[src/acp_pkg.sv]
package acp_pkg;
   localparam logic [3:0] OFF_INT_FLAGS   = 4'h1;
   localparam logic [3:0] OFF_IND_LOW     = 4'h2;
   localparam logic [3:0] OFF_IND_HIGH    = 4'h3;
   localparam logic [3:0] OFF_DEBUG       = 4'h4;
   localparam logic [3:0] OFF_STATUS      = 4'h5;
   localparam logic [3:0] OFF_DATA        = 4'h6;
   localparam logic [3:0] OFF_PLAY_CFG    = 4'h8;
   localparam logic [7:0] RST_BYTE        = 8'h00;
   localparam logic [5:0] DSP_CFG_INDEX   = 6'h21;
   localparam int         DSP_TRIG_BIT    = 13;
   localparam int         FIFO_WORDS      = 8;
   localparam int         FIFO_WIDTH      = 32;
   localparam logic [5:0] HALF_ROOM_BYTES = 6'h20;
   localparam logic [2:0] FMT_U8          = 3'h0;
   localparam logic [2:0] FMT_MULAW       = 3'h1;
   localparam logic [2:0] FMT_S16LE       = 3'h2;
   localparam logic [2:0] FMT_ALAW        = 3'h3;
   // Interrupt flag bit positions.
   localparam int BIT_GAME = 1;
   localparam int BIT_CALL = 2;
   localparam int BIT_DSP  = 3;
   localparam int BIT_VOL  = 4;
   localparam int BIT_TMR  = 5;
   localparam int BIT_CAP  = 6;
   localparam int BIT_PLAY = 7;
   typedef enum logic [3:0] {
      ACP_B0 = 4'b0001,
      ACP_B1 = 4'b0010,
      ACP_B2 = 4'b0100,
      ACP_B3 = 4'b1000
   } acp_byte_e;
endpackage : acp_pkg

[src/acp_fifo.sv]
`timescale 1ns/100ps
module acp_fifo #(
   parameter int WIDTH = 32,
   parameter int DEPTH = 8
) (
   input  wire logic             clock,   // system clock
   input  wire logic             rstn,    // synchronous reset, low
   input  wire logic             inValid, // write request
   output logic                  inReady, // room available
   input  wire logic [WIDTH-1:0] inData,  // write word
   output logic                  outValid,// word available
   input  wire logic             outReady,// drain request
   output logic      [WIDTH-1:0] outData, // head word
   output logic [$clog2(DEPTH):0] level   // words held
);
   localparam int AW = $clog2(DEPTH);
   logic [WIDTH-1:0] mem [DEPTH];
   logic [AW-1:0]    wrPtr_r;
   logic [AW-1:0]    rdPtr_r;
   logic [AW:0]      count_r;
   wire              doWr = inValid && inReady;
   wire              doRd = outValid && outReady;
   assign inReady  = (count_r < (AW+1)'(DEPTH));
   assign outValid = (count_r != '0);
   assign outData  = mem[rdPtr_r];
   assign level    = count_r;
   always_ff @(posedge clock) begin
      if (doWr) begin
         mem[wrPtr_r] <= inData;
      end
   end
   always_ff @(posedge clock) begin
      if (!rstn) begin
         wrPtr_r <= '0;
         rdPtr_r <= '0;
         count_r <= '0;
      end else begin
         wrPtr_r <= doWr ? wrPtr_r + 1'b1 : wrPtr_r;
         rdPtr_r <= doRd ? rdPtr_r + 1'b1 : rdPtr_r;
         count_r <= count_r + (AW+1)'(doWr) - (AW+1)'(doRd);
      end
   end
endmodule : acp_fifo

[src/acp_host_port.sv]
`timescale 1ns/100ps
module acp_host_port (
   input  wire logic        clock,         // system clock, 100 MHz
   input  wire logic        rstn,          // synchronous reset, low
   input  wire logic [3:0]  addr,          // register offset
   input  wire logic        rdStrobe,      // one-cycle read
   input  wire logic        wrStrobe,      // one-cycle write
   input  wire logic [7:0]  wrData,        // write byte
   output logic      [7:0]  rdData,        // read byte, registered
   input  wire logic [5:0]  indirectIndex, // indirect index field
   output logic             indWrite,      // pulse: commit indirect pair
   output logic      [5:0]  indAddr,       // indirect address
   output logic      [15:0] indData,       // indirect word
   input  wire logic [15:0] indReadData,   // indirect readback
   input  wire logic        gameEvt,       // game data ready pulse
   input  wire logic        ringPin,       // ring input pin, async
   input  wire logic        volEvt,        // volume button pulse
   input  wire logic        timerEvt,      // timer count pulse
   input  wire logic        capCntEvt,     // capture count pulse
   input  wire logic        playCntEvt,    // playback count pulse
   input  wire logic        samplePeriod,  // sample clock tick
   input  wire logic [1:0]  leftLevel,     // ADC left level code
   input  wire logic [1:0]  rightLevel,    // ADC right level code
   input  wire logic        powerDown,     // chip power down
   input  wire logic        capValid,      // capture word offered
   output logic             capReady,      // capture path ready
   input  wire logic [31:0] capWord,       // capture word
   output logic      [15:0] dacLeft,       // DAC left sample
   output logic      [15:0] dacRight,      // DAC right sample
   output logic             dmaRequest,    // playback DMA request
   output logic      [7:0]  intFlags       // interrupt flags
);
   logic [7:0]  flags_r, flags_nxt;
   logic [7:0]  lowTmp_r;
   logic [7:0]  debug_r;
   logic [7:0]  cfg_r;
   logic        ringS1_r, ringS2_r, ringS3_r;
   logic        capOver_r, playUnder_r;
   logic        capLoaded_r;
   logic [31:0] capHold_r;
   logic [31:0] playAsm_r;
   logic        playFull_r;
   logic [31:0] lastWord_r;
   logic [1:0]  capIdx_r, playIdx_r;
   acp_pkg::acp_byte_e capSt_r, playSt_r;
   logic [15:0] dacL_r, dacR_r;
   logic [7:0]  rd_r;
   wire         playback_enable     = cfg_r[0];
   wire         pPio    = cfg_r[1];
   wire         pStereo = cfg_r[2];
   wire [2:0]   fmtCode = {cfg_r[5:4], cfg_r[3]};
   wire         dacZero = cfg_r[6];
   wire         reqDis  = cfg_r[7];
   wire         wide    = (fmtCode == acp_pkg::FMT_S16LE);
   wire         wr      = wrStrobe;
   wire         isData  = (addr == acp_pkg::OFF_DATA);
   wire         capRd   = rdStrobe && isData;
   wire         playWr  = wrStrobe && isData;
   wire         ringRise = ringS2_r && !ringS3_r;
   // Capture FIFO: filled by the ADC side, drained by the host.
   logic        cfOutValid, cfOutReady, cfInReady;
   logic [31:0] cfOut;
   logic [3:0]  cfLevel;
   acp_fifo #(.WIDTH(acp_pkg::FIFO_WIDTH), .DEPTH(acp_pkg::FIFO_WORDS)) capFifo (
      .clock(clock), .rstn(rstn),
      .inValid(capValid && !capOver_r), .inReady(cfInReady), .inData(capWord),
      .outValid(cfOutValid), .outReady(cfOutReady), .outData(cfOut),
      .level(cfLevel));
   // Overrun discards new data, so the source is always accepted then.
   assign capReady = cfInReady || capOver_r;
   wire capLast = (capIdx_r == 2'd3);
   wire capDone = capRd && capLast;
   assign cfOutReady = !capLoaded_r || capDone;
   // Playback FIFO: filled by host words, drained each sample period while playback_enable is set.
   logic        pfInReady, pfOutValid;
   logic [31:0] pfOut;
   logic [3:0]  pfLevel;
   wire         pfPush = playFull_r && pfInReady;
   wire         pfPop  = samplePeriod && playback_enable;
   acp_fifo #(.WIDTH(acp_pkg::FIFO_WIDTH), .DEPTH(acp_pkg::FIFO_WORDS)) playFifo (
      .clock(clock), .rstn(rstn),
      .inValid(playFull_r), .inReady(pfInReady), .inData(playAsm_r),
      .outValid(pfOutValid), .outReady(pfPop), .outData(pfOut),
      .level(pfLevel));
   // Flags: any clear from the host loses to a same-cycle event.
   always_comb begin
      flags_nxt = flags_r;
      if (wr && addr == acp_pkg::OFF_INT_FLAGS) begin
         flags_nxt = flags_r & wrData;
      end
      flags_nxt[acp_pkg::BIT_GAME] = flags_nxt[acp_pkg::BIT_GAME] | gameEvt;
      flags_nxt[acp_pkg::BIT_CALL] = flags_nxt[acp_pkg::BIT_CALL] | ringRise;
      flags_nxt[acp_pkg::BIT_VOL]  = flags_nxt[acp_pkg::BIT_VOL] | volEvt;
      flags_nxt[acp_pkg::BIT_DSP]  = flags_nxt[acp_pkg::BIT_DSP] |
         (indWrite && indAddr == acp_pkg::DSP_CFG_INDEX &&
          indData[acp_pkg::DSP_TRIG_BIT]);
      flags_nxt[acp_pkg::BIT_TMR]  = flags_nxt[acp_pkg::BIT_TMR] | timerEvt;
      flags_nxt[acp_pkg::BIT_CAP]  = flags_nxt[acp_pkg::BIT_CAP] | capCntEvt;
      flags_nxt[acp_pkg::BIT_PLAY] = flags_nxt[acp_pkg::BIT_PLAY] | playCntEvt;
   end
   assign intFlags = flags_r;
   assign indWrite = wr && addr == acp_pkg::OFF_IND_HIGH;
   assign indAddr  = indirectIndex;
   assign indData  = {wrData, lowTmp_r};
   // Status composition.
   wire capHalf = wide ? capIdx_r[0] : 1'b1;
   wire capSide = !pStereo || !(wide ? capIdx_r[1] : capIdx_r[0]);
   wire capReadyBit = capLoaded_r;
   wire plHalf  = wide ? playIdx_r[0] : 1'b1;
   wire plSide  = !pStereo || !(wide ? playIdx_r[1] : playIdx_r[0]);
   wire [3:0] cfRoom = 4'(acp_pkg::FIFO_WORDS) - cfLevel;
   wire [7:0] statusByte = {!pfInReady ? 1'b0 : (pfLevel < 4'd4), pfInReady, // space flags
                            plSide, plHalf,
                            ({cfRoom, 2'b00} >= acp_pkg::HALF_ROOM_BYTES),
                            capReadyBit,
                            capSide, capHalf};
   wire [7:0] capByte = capHold_r[8*capIdx_r +: 8];
   wire [7:0] rdMux =
      (addr == acp_pkg::OFF_INT_FLAGS) ? flags_r :
      (addr == acp_pkg::OFF_IND_LOW)   ? indReadData[7:0] :
      (addr == acp_pkg::OFF_IND_HIGH)  ? indReadData[15:8] :
      (addr == acp_pkg::OFF_DEBUG)     ? debug_r :
      (addr == acp_pkg::OFF_STATUS)    ? statusByte :
      (addr == acp_pkg::OFF_DATA)      ? capByte :
      (addr == acp_pkg::OFF_PLAY_CFG)  ? cfg_r : acp_pkg::RST_BYTE;
   assign rdData = rd_r;
   // Peak tracking keeps the larger code, cleared by write or power down.
   function automatic logic [1:0] peakMax(input logic [1:0] a, input logic [1:0] b);
      peakMax = (a > b) ? a : b;
   endfunction : peakMax
   wire capFullStuck = !cfInReady && capValid && samplePeriod;
   // A full word still waiting for FIFO room counts as written, so it cannot starve.
   wire playStarved  = !pfOutValid && !playFull_r && pfPop;
   wire playDone     = playWr && playIdx_r == 2'd3;
   always_ff @(posedge clock) begin
      if (!rstn) begin
         flags_r  <= acp_pkg::RST_BYTE;
         lowTmp_r <= acp_pkg::RST_BYTE;
         cfg_r    <= acp_pkg::RST_BYTE;
         rd_r     <= acp_pkg::RST_BYTE;
         ringS1_r <= 1'b0;
         ringS2_r <= 1'b0;
         ringS3_r <= 1'b0;
      end else begin
         flags_r  <= flags_nxt;
         ringS1_r <= ringPin;
         ringS2_r <= ringS1_r;
         ringS3_r <= ringS2_r;
         rd_r     <= rdStrobe ? rdMux : rd_r;
         if (wr && addr == acp_pkg::OFF_IND_LOW) lowTmp_r <= wrData;
         if (wr && addr == acp_pkg::OFF_PLAY_CFG) cfg_r <= wrData;
      end
   end
   always_ff @(posedge clock) begin
      if (!rstn || powerDown || (wr && addr == acp_pkg::OFF_DEBUG)) begin
         debug_r <= acp_pkg::RST_BYTE;
      end else begin
         debug_r[1:0] <= peakMax(debug_r[1:0], leftLevel);
         debug_r[3:2] <= peakMax(debug_r[3:2], rightLevel);
         debug_r[4]   <= capFullStuck || (debug_r[4] && !capRd);
         debug_r[5]   <= (debug_r[5] || playStarved) && !playDone;
         debug_r[7:6] <= 2'b00;
      end
   end
   assign capOver_r   = debug_r[4];
   assign playUnder_r = debug_r[5];
   // Capture byte tracker.
   always_ff @(posedge clock) begin
      if (!rstn) begin
         capLoaded_r <= 1'b0;
         capHold_r   <= '0;
         capIdx_r    <= 2'd0;
         capSt_r     <= acp_pkg::ACP_B0;
      end else if (cfOutValid && cfOutReady) begin
         capLoaded_r <= 1'b1;
         capHold_r   <= cfOut;
         capIdx_r    <= 2'd0;
         capSt_r     <= acp_pkg::ACP_B0;
      end else if (capRd) begin
         case (capSt_r)
            acp_pkg::ACP_B0: begin capSt_r <= acp_pkg::ACP_B1; capIdx_r <= 2'd1; end
            acp_pkg::ACP_B1: begin capSt_r <= acp_pkg::ACP_B2; capIdx_r <= 2'd2; end
            acp_pkg::ACP_B2: begin capSt_r <= acp_pkg::ACP_B3; capIdx_r <= 2'd3; end
            acp_pkg::ACP_B3: capLoaded_r <= 1'b0;
            default: capSt_r <= acp_pkg::ACP_B0;
         endcase
      end
   end
   // Playback byte tracker; the assembled word waits for FIFO room.
   always_ff @(posedge clock) begin
      if (!rstn) begin
         playAsm_r  <= '0;
         playFull_r <= 1'b0;
         playIdx_r  <= 2'd0;
         playSt_r   <= acp_pkg::ACP_B0;
      end else if (pfPush) begin
         playFull_r <= 1'b0;
         playIdx_r  <= 2'd0;
         playSt_r   <= acp_pkg::ACP_B0;
      end else if (playWr && !playFull_r) begin
         playAsm_r[8*playIdx_r +: 8] <= wrData;
         playIdx_r <= playIdx_r + 2'd1;
         case (playSt_r)
            acp_pkg::ACP_B0: playSt_r <= acp_pkg::ACP_B1;
            acp_pkg::ACP_B1: playSt_r <= acp_pkg::ACP_B2;
            acp_pkg::ACP_B2: playSt_r <= acp_pkg::ACP_B3;
            acp_pkg::ACP_B3: playFull_r <= 1'b1;
            default: playSt_r <= acp_pkg::ACP_B0;
         endcase
      end
   end
   // DAC output: first sample of each word; on underrun zero or repeat.
   function automatic logic [15:0] expand(input logic [2:0] f, input logic [7:0] b);
      expand = (f == acp_pkg::FMT_U8) ? {b ^ 8'h80, 8'h00} : {b, 8'h00};
   endfunction : expand
   wire [15:0] wordL = wide ? pfOut[15:0] : expand(fmtCode, pfOut[7:0]);
   wire [15:0] wordR = !pStereo ? wordL :
                       (wide ? pfOut[31:16] : expand(fmtCode, pfOut[15:8]));
   always_ff @(posedge clock) begin
      if (!rstn) begin
         dacL_r <= '0;
         dacR_r <= '0;
         lastWord_r <= '0;
      end else if (pfPop && pfOutValid) begin
         dacL_r <= wordL;
         dacR_r <= wordR;
      end else if (pfPop && dacZero) begin
         dacL_r <= '0;
         dacR_r <= '0;
      end
   end
   assign dacLeft  = dacL_r;
   assign dacRight = dacR_r;
   assign dmaRequest = playback_enable && !pPio && pfInReady &&
                       !(reqDis && flags_r != 8'h00);
   chk_debug_clear: assert property (@(posedge clock) disable iff (!rstn)
      wr && addr == acp_pkg::OFF_DEBUG |=> debug_r == 8'h00)
      else $error("debug not cleared by write");
   chk_flag_sticky: assert property (@(posedge clock) disable iff (!rstn)
      !(wr && addr == acp_pkg::OFF_INT_FLAGS) && flags_r[acp_pkg::BIT_TMR]
      |=> flags_r[acp_pkg::BIT_TMR])
      else $error("flag lost without clear");
   chk_timer_raise: assert property (@(posedge clock) disable iff (!rstn)
      timerEvt |=> flags_r[acp_pkg::BIT_TMR])
      else $error("timer flag not raised");
   chk_ind_commit: assert property (@(posedge clock) disable iff (!rstn)
      indWrite |-> wr && addr == acp_pkg::OFF_IND_HIGH)
      else $error("indirect commit without high write");
   chk_dma_gate: assert property (@(posedge clock) disable iff (!rstn)
      dmaRequest |-> playback_enable && !pPio && !(reqDis && flags_r != 8'h00))
      else $error("dma request while gated");
   chk_peak_hold: assert property (@(posedge clock) disable iff (!rstn)
      !powerDown && !(wr && addr == acp_pkg::OFF_DEBUG) ##1 !powerDown
      |-> debug_r[1:0] >= $past(debug_r[1:0]))
      else $error("peak dropped");
   chk_under_clear: assert property (@(posedge clock) disable iff (!rstn)
      playDone && !powerDown |=> !debug_r[5])
      else $error("underrun not cleared");
   chk_cap_hold: assert property (@(posedge clock) disable iff (!rstn)
      capRd && capIdx_r == 2'd3 && !(cfOutValid && cfOutReady) |=> capIdx_r == 2'd3)
      else $error("capture tracker moved past last");
endmodule : acp_host_port

[config.mk]
export PLATFORM = sky130hd
export DESIGN_NAME = acp_host_port
export DESIGN_NICKNAME = d
export VERILOG_FILES = /design/src/acp_pkg.sv /design/src/acp_fifo.sv /design/src/acp_host_port.sv
export SDC_FILE = /design/constraint.sdc
export NUM_CORES = 1
export LEC_CHECK = 0
export BUFFER_PORTS_ARGS = -buffer_cell sky130_fd_sc_hd__buf_2
export CAP_MARGIN = 20
export CORE_MARGIN = 10
export CORE_UTILIZATION = 30
export CTS_CLUSTER_DIAMETER = 100
export CTS_CLUSTER_SIZE = 8
export DETAILED_ROUTE_END_ITERATION = 12
export GPL_ROUTABILITY_DRIVEN = 0
export GPL_TIMING_DRIVEN = 0
export PLACE_DENSITY = 0.42
export SYNTH_ARGS = -nofsm -noshare
export SYNTH_HDL_FRONTEND = slang
export SYNTH_SLANG_ARGS = --single-unit
[constraint.sdc]
create_clock -name clock -period 6.1 [get_ports clock]
set_input_delay 0.305 -clock clock [delete_from_list [all_inputs] [get_ports clock]]
set_output_delay 0.305 -clock clock [all_outputs]
set_load 0.1 [all_outputs]
* Word-level counts from Yosys, hierarchy flattened
Memory sizes are Yosys's and may differ from the RTL's. A register that Yosys moved wholly into a read port is not among the register bits.
Index checks and enable logic that the tools add are counted.
** Cells by class
- Add/sub/neg operators :: 11
- Order comparisons :: 6
- Eq/ne operators :: 19
- Shift-type cells :: 3
- Mux-type cells :: 34
- Bitwise logic cells :: 14
- Reduce and logical (&&, ||, !) cells :: 69
** Operators by type and width (number)
- $mux 16 :: 8
- $mux 8 :: 8
- $neg 5->34 :: 1
- $shift 8x34->32 const A :: 1
- $shiftx 8x34->32 :: 1
- $bwmux 32 :: 1
- $pmux 4 s4 :: 2
- $shiftx 32x6->8 :: 1
- $logic_and 1x1->1 :: 30
- $eq 4x3->1 const B :: 5
- $eq 4x2->1 const B :: 4
- $logic_not 1->1 :: 15
- $add 3x1->3 const B :: 4
- $eq 4x1->1 const B :: 3
- $eq 4x4->1 const B :: 3
- $mux 1 :: 12
- $reduce_and 2->1 :: 6
- $add 4x1->4 :: 2
- $and 8x8->8 :: 1
- $logic_or 1x1->1 :: 8
- $lt 4x4->1 const B :: 2
- $reduce_bool 4->1 :: 2
- $reduce_bool 8->1 :: 1
- $sub 4x1->4 :: 2
- 16 further kinds :: 33
** Storage, ports and cells
- Register bits after elaboration :: 141
- RAM bits :: 512
- Bits of input ports :: 83
- Memories kept :: 2
** Memory list
- capFifo.mem :: depth 8, width 32, rd ports 1, clocked after Yosys merged registers in 1, wr ports 1, line acp_fifo.sv:17 : logic [WIDTH-1:0] mem [DEPTH];
- playFifo.mem :: depth 8, width 32, rd ports 1, clocked after Yosys merged registers in 1, wr ports 1, line acp_fifo.sv:17

* Depth between registers and ports, before layout
- Depth after elaboration :: 9
- Gate-level depth with buffers :: 13

* Hierarchy
A second synthesis with hierarchy kept.
** Second synthesis, totals
- Cells, all modules :: 1743
- Area total of the unflattened synthesis :: 28215.8 um^2
** By module, submodules not included
- acp_fifo :: times used 2, cells each 445, area an instance 10438.8 um^2, sequential area each 7947.6 um^2
- acp_host_port :: times used 1, cells each 853, area an instance 7338.3 um^2, sequential area each 3022.9 um^2

* Worst setup path before layout
Ideal clock, no wire load.
- Path kind :: flip-flop to flip-flop
- From :: register playFull_r
- To :: memory playFifo.mem[0][0], enable pin
- Setup time :: 0.501 ns
- Data arrival time :: 3.602 ns
- Required time :: 5.599 ns
- Slack :: 1.996 ns
- Stages on the path, launching flop included :: 3
- Period minus slack after synthesis :: 4.104 ns
- Cell sequence :: dfxtp_1 -> nand2_1 -> nor4_1
** On the way
- Longest elaborated chain between the ends :: 3
** Ends and longest elaborated chain
- from (decl) :: line acp_host_port.sv:42 : logic playFull_r;
- from (signal assigned) :: line acp_host_port.sv:193 : playFull_r <= 1'b0;
- from (signal assigned) :: line acp_host_port.sv:197 : playFull_r <= 1'b0;
- from (signal assigned) :: line acp_host_port.sv:207 : acp_pkg::ACP_B3: playFull_r <= 1'b1;
- $logic_and 1x1->1 :: line acp_fifo.sv:21 : wire doWr = inValid && inReady;
- $mux 1 :: line acp_fifo.sv:28 : if (doWr) begin
- $mux 1 (not written as such) :: line acp_fifo.sv:29 : mem[wrPtr_r] <= inData;
- to (decl) :: line acp_fifo.sv:17
No other way between the ends.

* Worst setup path after layout
- From :: register capFifo.count_r[1], in the netlist capFifo.level[1]
- To :: memory capFifo.mem[1][10], enable pin
** On the way
- Longest elaborated chain between the ends :: 4
** Ends and longest elaborated chain
- from (decl) :: line acp_fifo.sv:20 : logic [AW:0] count_r;
- from (signal assigned) :: line acp_fifo.sv:40 : count_r <= count_r + (AW+1)'(doWr) - (AW+1)'(doRd);
- $lt 4x4->1 :: line acp_fifo.sv:23 : assign inReady = (count_r < (AW+1)'(DEPTH));
- $logic_and 1x1->1 :: line acp_fifo.sv:21
- named net capFifo.doWr :: line acp_fifo.sv:21
- $mux 1 :: line acp_fifo.sv:28
- $mux 1 (not written as such) :: line acp_fifo.sv:29
- to (decl) :: line acp_fifo.sv:17
The timed path passes the listed nets, and every way through them passes these cells.

==> flow_summary_export.csv <==
group,metric,value,unit
clock_network,cts_htree_levels,3,
sta,slew_headroom,0.338,
clock_network,post_cts_buffers,0,
route,drt_iter0_drc,1286,
global_route,track_usage,0.155,
synth,synth_warnings,0,
worst_setup_path,cpMaxStageDelayCell,"a2111oi_2",
route,route.detailed.drc,0,
flow_run,maxCapViolations,0,
floorplan,start_util,0.304,
route,vias,16100,
synth,synth_cells,1675,
worst_setup_path,end_kind,"flop",
clock_network,clock_latency,650,ps
global_route,grt-ovfl-total,0,
sta,fin_ws,2980,ps
synth,synth_flop_cell,"edfxtp_1",
place,dp.final_hpwl,57.7,mm
route,drt-vias-per-instance,4.94,
global_route,grt_pass1_wl,117,mm
sta,finalHoldViolations,0,
sta,fmaxAchievable,320,MHz
floorplan,core-area,0.0904,mm^2
floorplan,fp-row-count,110,
sta,finalSetupTns,0,ps
synth,async_reset_ff_frac,0,
place,io_buffers,153,
floorplan,io_pins,156,
global_route,antenna_found_initial,10,
worst_setup_path,cp_cell_sequence,"nor2_1 -> a2111oi_2 -> nand2_1 -> nor3_2 -> buf_6 -> buf_6 -> buf_6",
synth,synth-edff-count,512,
synth,syn_avg_cell_area,16.4,um^2
floorplan,fp.dieW,323,um
outcome,status,"completed",
synth,syn_nets,1785,
route,drtPass1Iterations,5,
synth,synth_cell_types,65,
place,place_ws,2820,ps
clock_network,cts_sinks,686,
worst_setup_path,cp.arrival,3450,ps
layout,nFillCells,8566,
place,place_area,0.0304,mm^2
pwr,ir_drop,0.000264,V
layout,layout_commonest_cell,"edfxtp_1",
sta,worst_pin_slew,993,ps
clock_network,cts-root-buf,"clkbuf_16",
clock_network,cts_resized,0,
layout,final_area,0.0335,mm^2
floorplan,dieArea,0.104,mm^2
worst_setup_path,cp_max_fo,9,
synth,syn_area,0.0275,mm^2
worst_setup_path,critical_path.max_stage_delay,790,ps
sta,finalSetupViolCount,0,
clock_network,clk_path_buf_depth,3,
route,wl_per_cell,25.0,um
worst_setup_path,crit_type,"reg -> reg",
synth,ys_ff_latch,686,
clock_network,path_clk_slew,50,ps
hold_path,hp-class,"in -> reg",
pwr,cellPowerDensity,356,mW/mm^2
global_route,grt_max_degree,24,
layout,drive_gt1_frac,0.255,
worst_setup_path,start_kind,"flop",
floorplan,die_h,323,um
layout,layout.nets,2121,
route,wirelength,81.5,mm
synth,seq_area_frac_synth,0.686,
clock_network,cts_buffers,95,
sta,period_needed,3120,ps
sta,clock-skew-final,30.7,ps
pwr,power.total,0.0119,W
clock_network,cts.hold.buffers_added,41,
sta,rsz0062_at_grt,"false",
layout,layout_common_cells,"edfxtp_1, buf_2, dfxtp_1",
clock_network,cts_tree,"done",
global_route,grt_pass1_vias,16600,
sta,min_period_over_period,0.512,
layout,area_delta_synth_final,22.0,%
pwr,p_leak,11.6,nW
route,antenna_left,0,
worst_setup_path,cp_common_cell,"buf_6",
sta,maxSlewViolCount,0,
worst_setup_path,worstPathRequired,6420,ps
[final cells by class]
class / count / area, um^2 / share of cell area
Sequential cell: 686 / 18900 / 0.562
Multi-Input combinational cell: 847 / 8070 / 0.241
Clock buffer: 169 / 2670 / 0.0794
Timing Repair Buffer: 239 / 1750 / 0.0523
Tap cell: 1176 / 1470 / 0.0439
Buffer: 110 / 557 / 0.0166
Inverter: 32 / 120 / 0.00358
Clock inverter: 4 / 46.3 / 0.00138
Antenna cell: 2 / 5.00 / 0.000149
[Yosys cell counts, types with 6 or more instances]
cell type    n  area, um^2
a22o_1      10        87.6
mux4_2     131        2950
nor3b_1      8        60.1
mux2i_1     55         551
nor3_1      18        90.1
mux2_2      15         169
nor2b_1     56         350
o21a_1      13        97.6
o211a_1     33         330
clkbuf_1    52         195
a21boi_0    37         278
a21oi_1     28         140
and3_1       7        43.8
o21ai_0     21         105
o22ai_1      8        50.1
buf_1        7        26.3
nand3_1     43         215
a221o_1      7        70.1
buf_4       16         120
mux2_4       6        90.1
nor2_1      42         158
xor2_1       6        52.6
ha_1        25         313
a222oi_1     9        90.1
inv_1       32         120
nor2_2       6        37.5
xnor2_1      8        70.1
nand2_1    121         454
and2_1      23         144
a211oi_1    16         120
dfxtp_1    174        3480
buf_2       28         140
edfxtp_1   512       15400
a22oi_1     29         218
nand2b_1    13        81.3
[stage by stage]
step	utilization	cells	hold WS (ps)
global placement	0.329	3004	418
global route	0.371	3263	52.0
CTS	0.371	3262	8.09
detailed placement	0.336	3048	420
floorplan	-	1675	404
finish	0.371	3265	55.3
[power by group]
| part | leakage, nW | total (W) | switching [W] | internal, W |
|---|---|---|---|---|
| sequential | 6.25 | 0.00537 | 0.000128 | 0.00524 |
| clock | 1.29 | 0.00486 | 0.00194 | 0.00292 |
| combinational | 4.05 | 0.00170 | 0.000992 | 0.000707 |
[critical path, delay by kind of cell, from the launching register on]
kind / cells / cell delay [ps]
AOI/OAI and AO/OA: 1 / 790
DFF: 1 / 420
buffers and inverters: 3 / 590
and+or+nand+nor: 3 / 980
[layer usage]
layer | vias to the layer above | routed length [um] | global-route usage
met4 | 4 | 2060 | 0.0458
met1 | 8256 | 35600 | 0.205
li1 | 7237 | - | -
met2 | 501 | 38100 | 0.249
met3 | 115 | 5660 | 0.0381
met5 | - | 31 | 0
[cells by family (layout without fill, tap and decap cells)]
kind of cell | Yosys count | count (layout) | share of synthesized area
muxes | 212 | 212 | 0.141
and+or+nand+nor | 359 | 359 | 0.0657
buffers and inverters | 142 | 554 | 0.0246
xor gates and xnor gates | 14 | 14 | 0.00446
other | 0 | 2 | 0
AOI/OAI and AO/OA | 235 | 235 | 0.0652
adders and majority gates | 27 | 27 | 0.0128
DFF | 686 | 686 | 0.686
[sequential cells by signal, indices dropped and copies added, names as in the netlist, 6 cells and up, named ones only]
| signal | count |
|---|---|
| capFifo.mem | 256 |
| playFifo.mem | 256 |
| capHold_r | 32 |
| playAsm_r | 32 |
| dacLeft | 16 |
| dacRight | 16 |
| cfg_r | 8 |
| intFlags | 8 |
| lowTmp_r | 8 |
| rdData | 8 |
| debug_r | 6 |
[final timing paths]
check | start | to | slack, ps | depth (start not counted)
max | capFifo.level[1] | capFifo.mem[1][10] | 2980 | 7
min | leftLevel[1] | debug_r[1] | 60 | 3
max reg2reg | capFifo.level[1] | capFifo.mem[1][10] | 2980 | 7
min reg2reg | ringS1_r | ringS2_r | 430 | 1
Power figures use the tool's default switching activity.
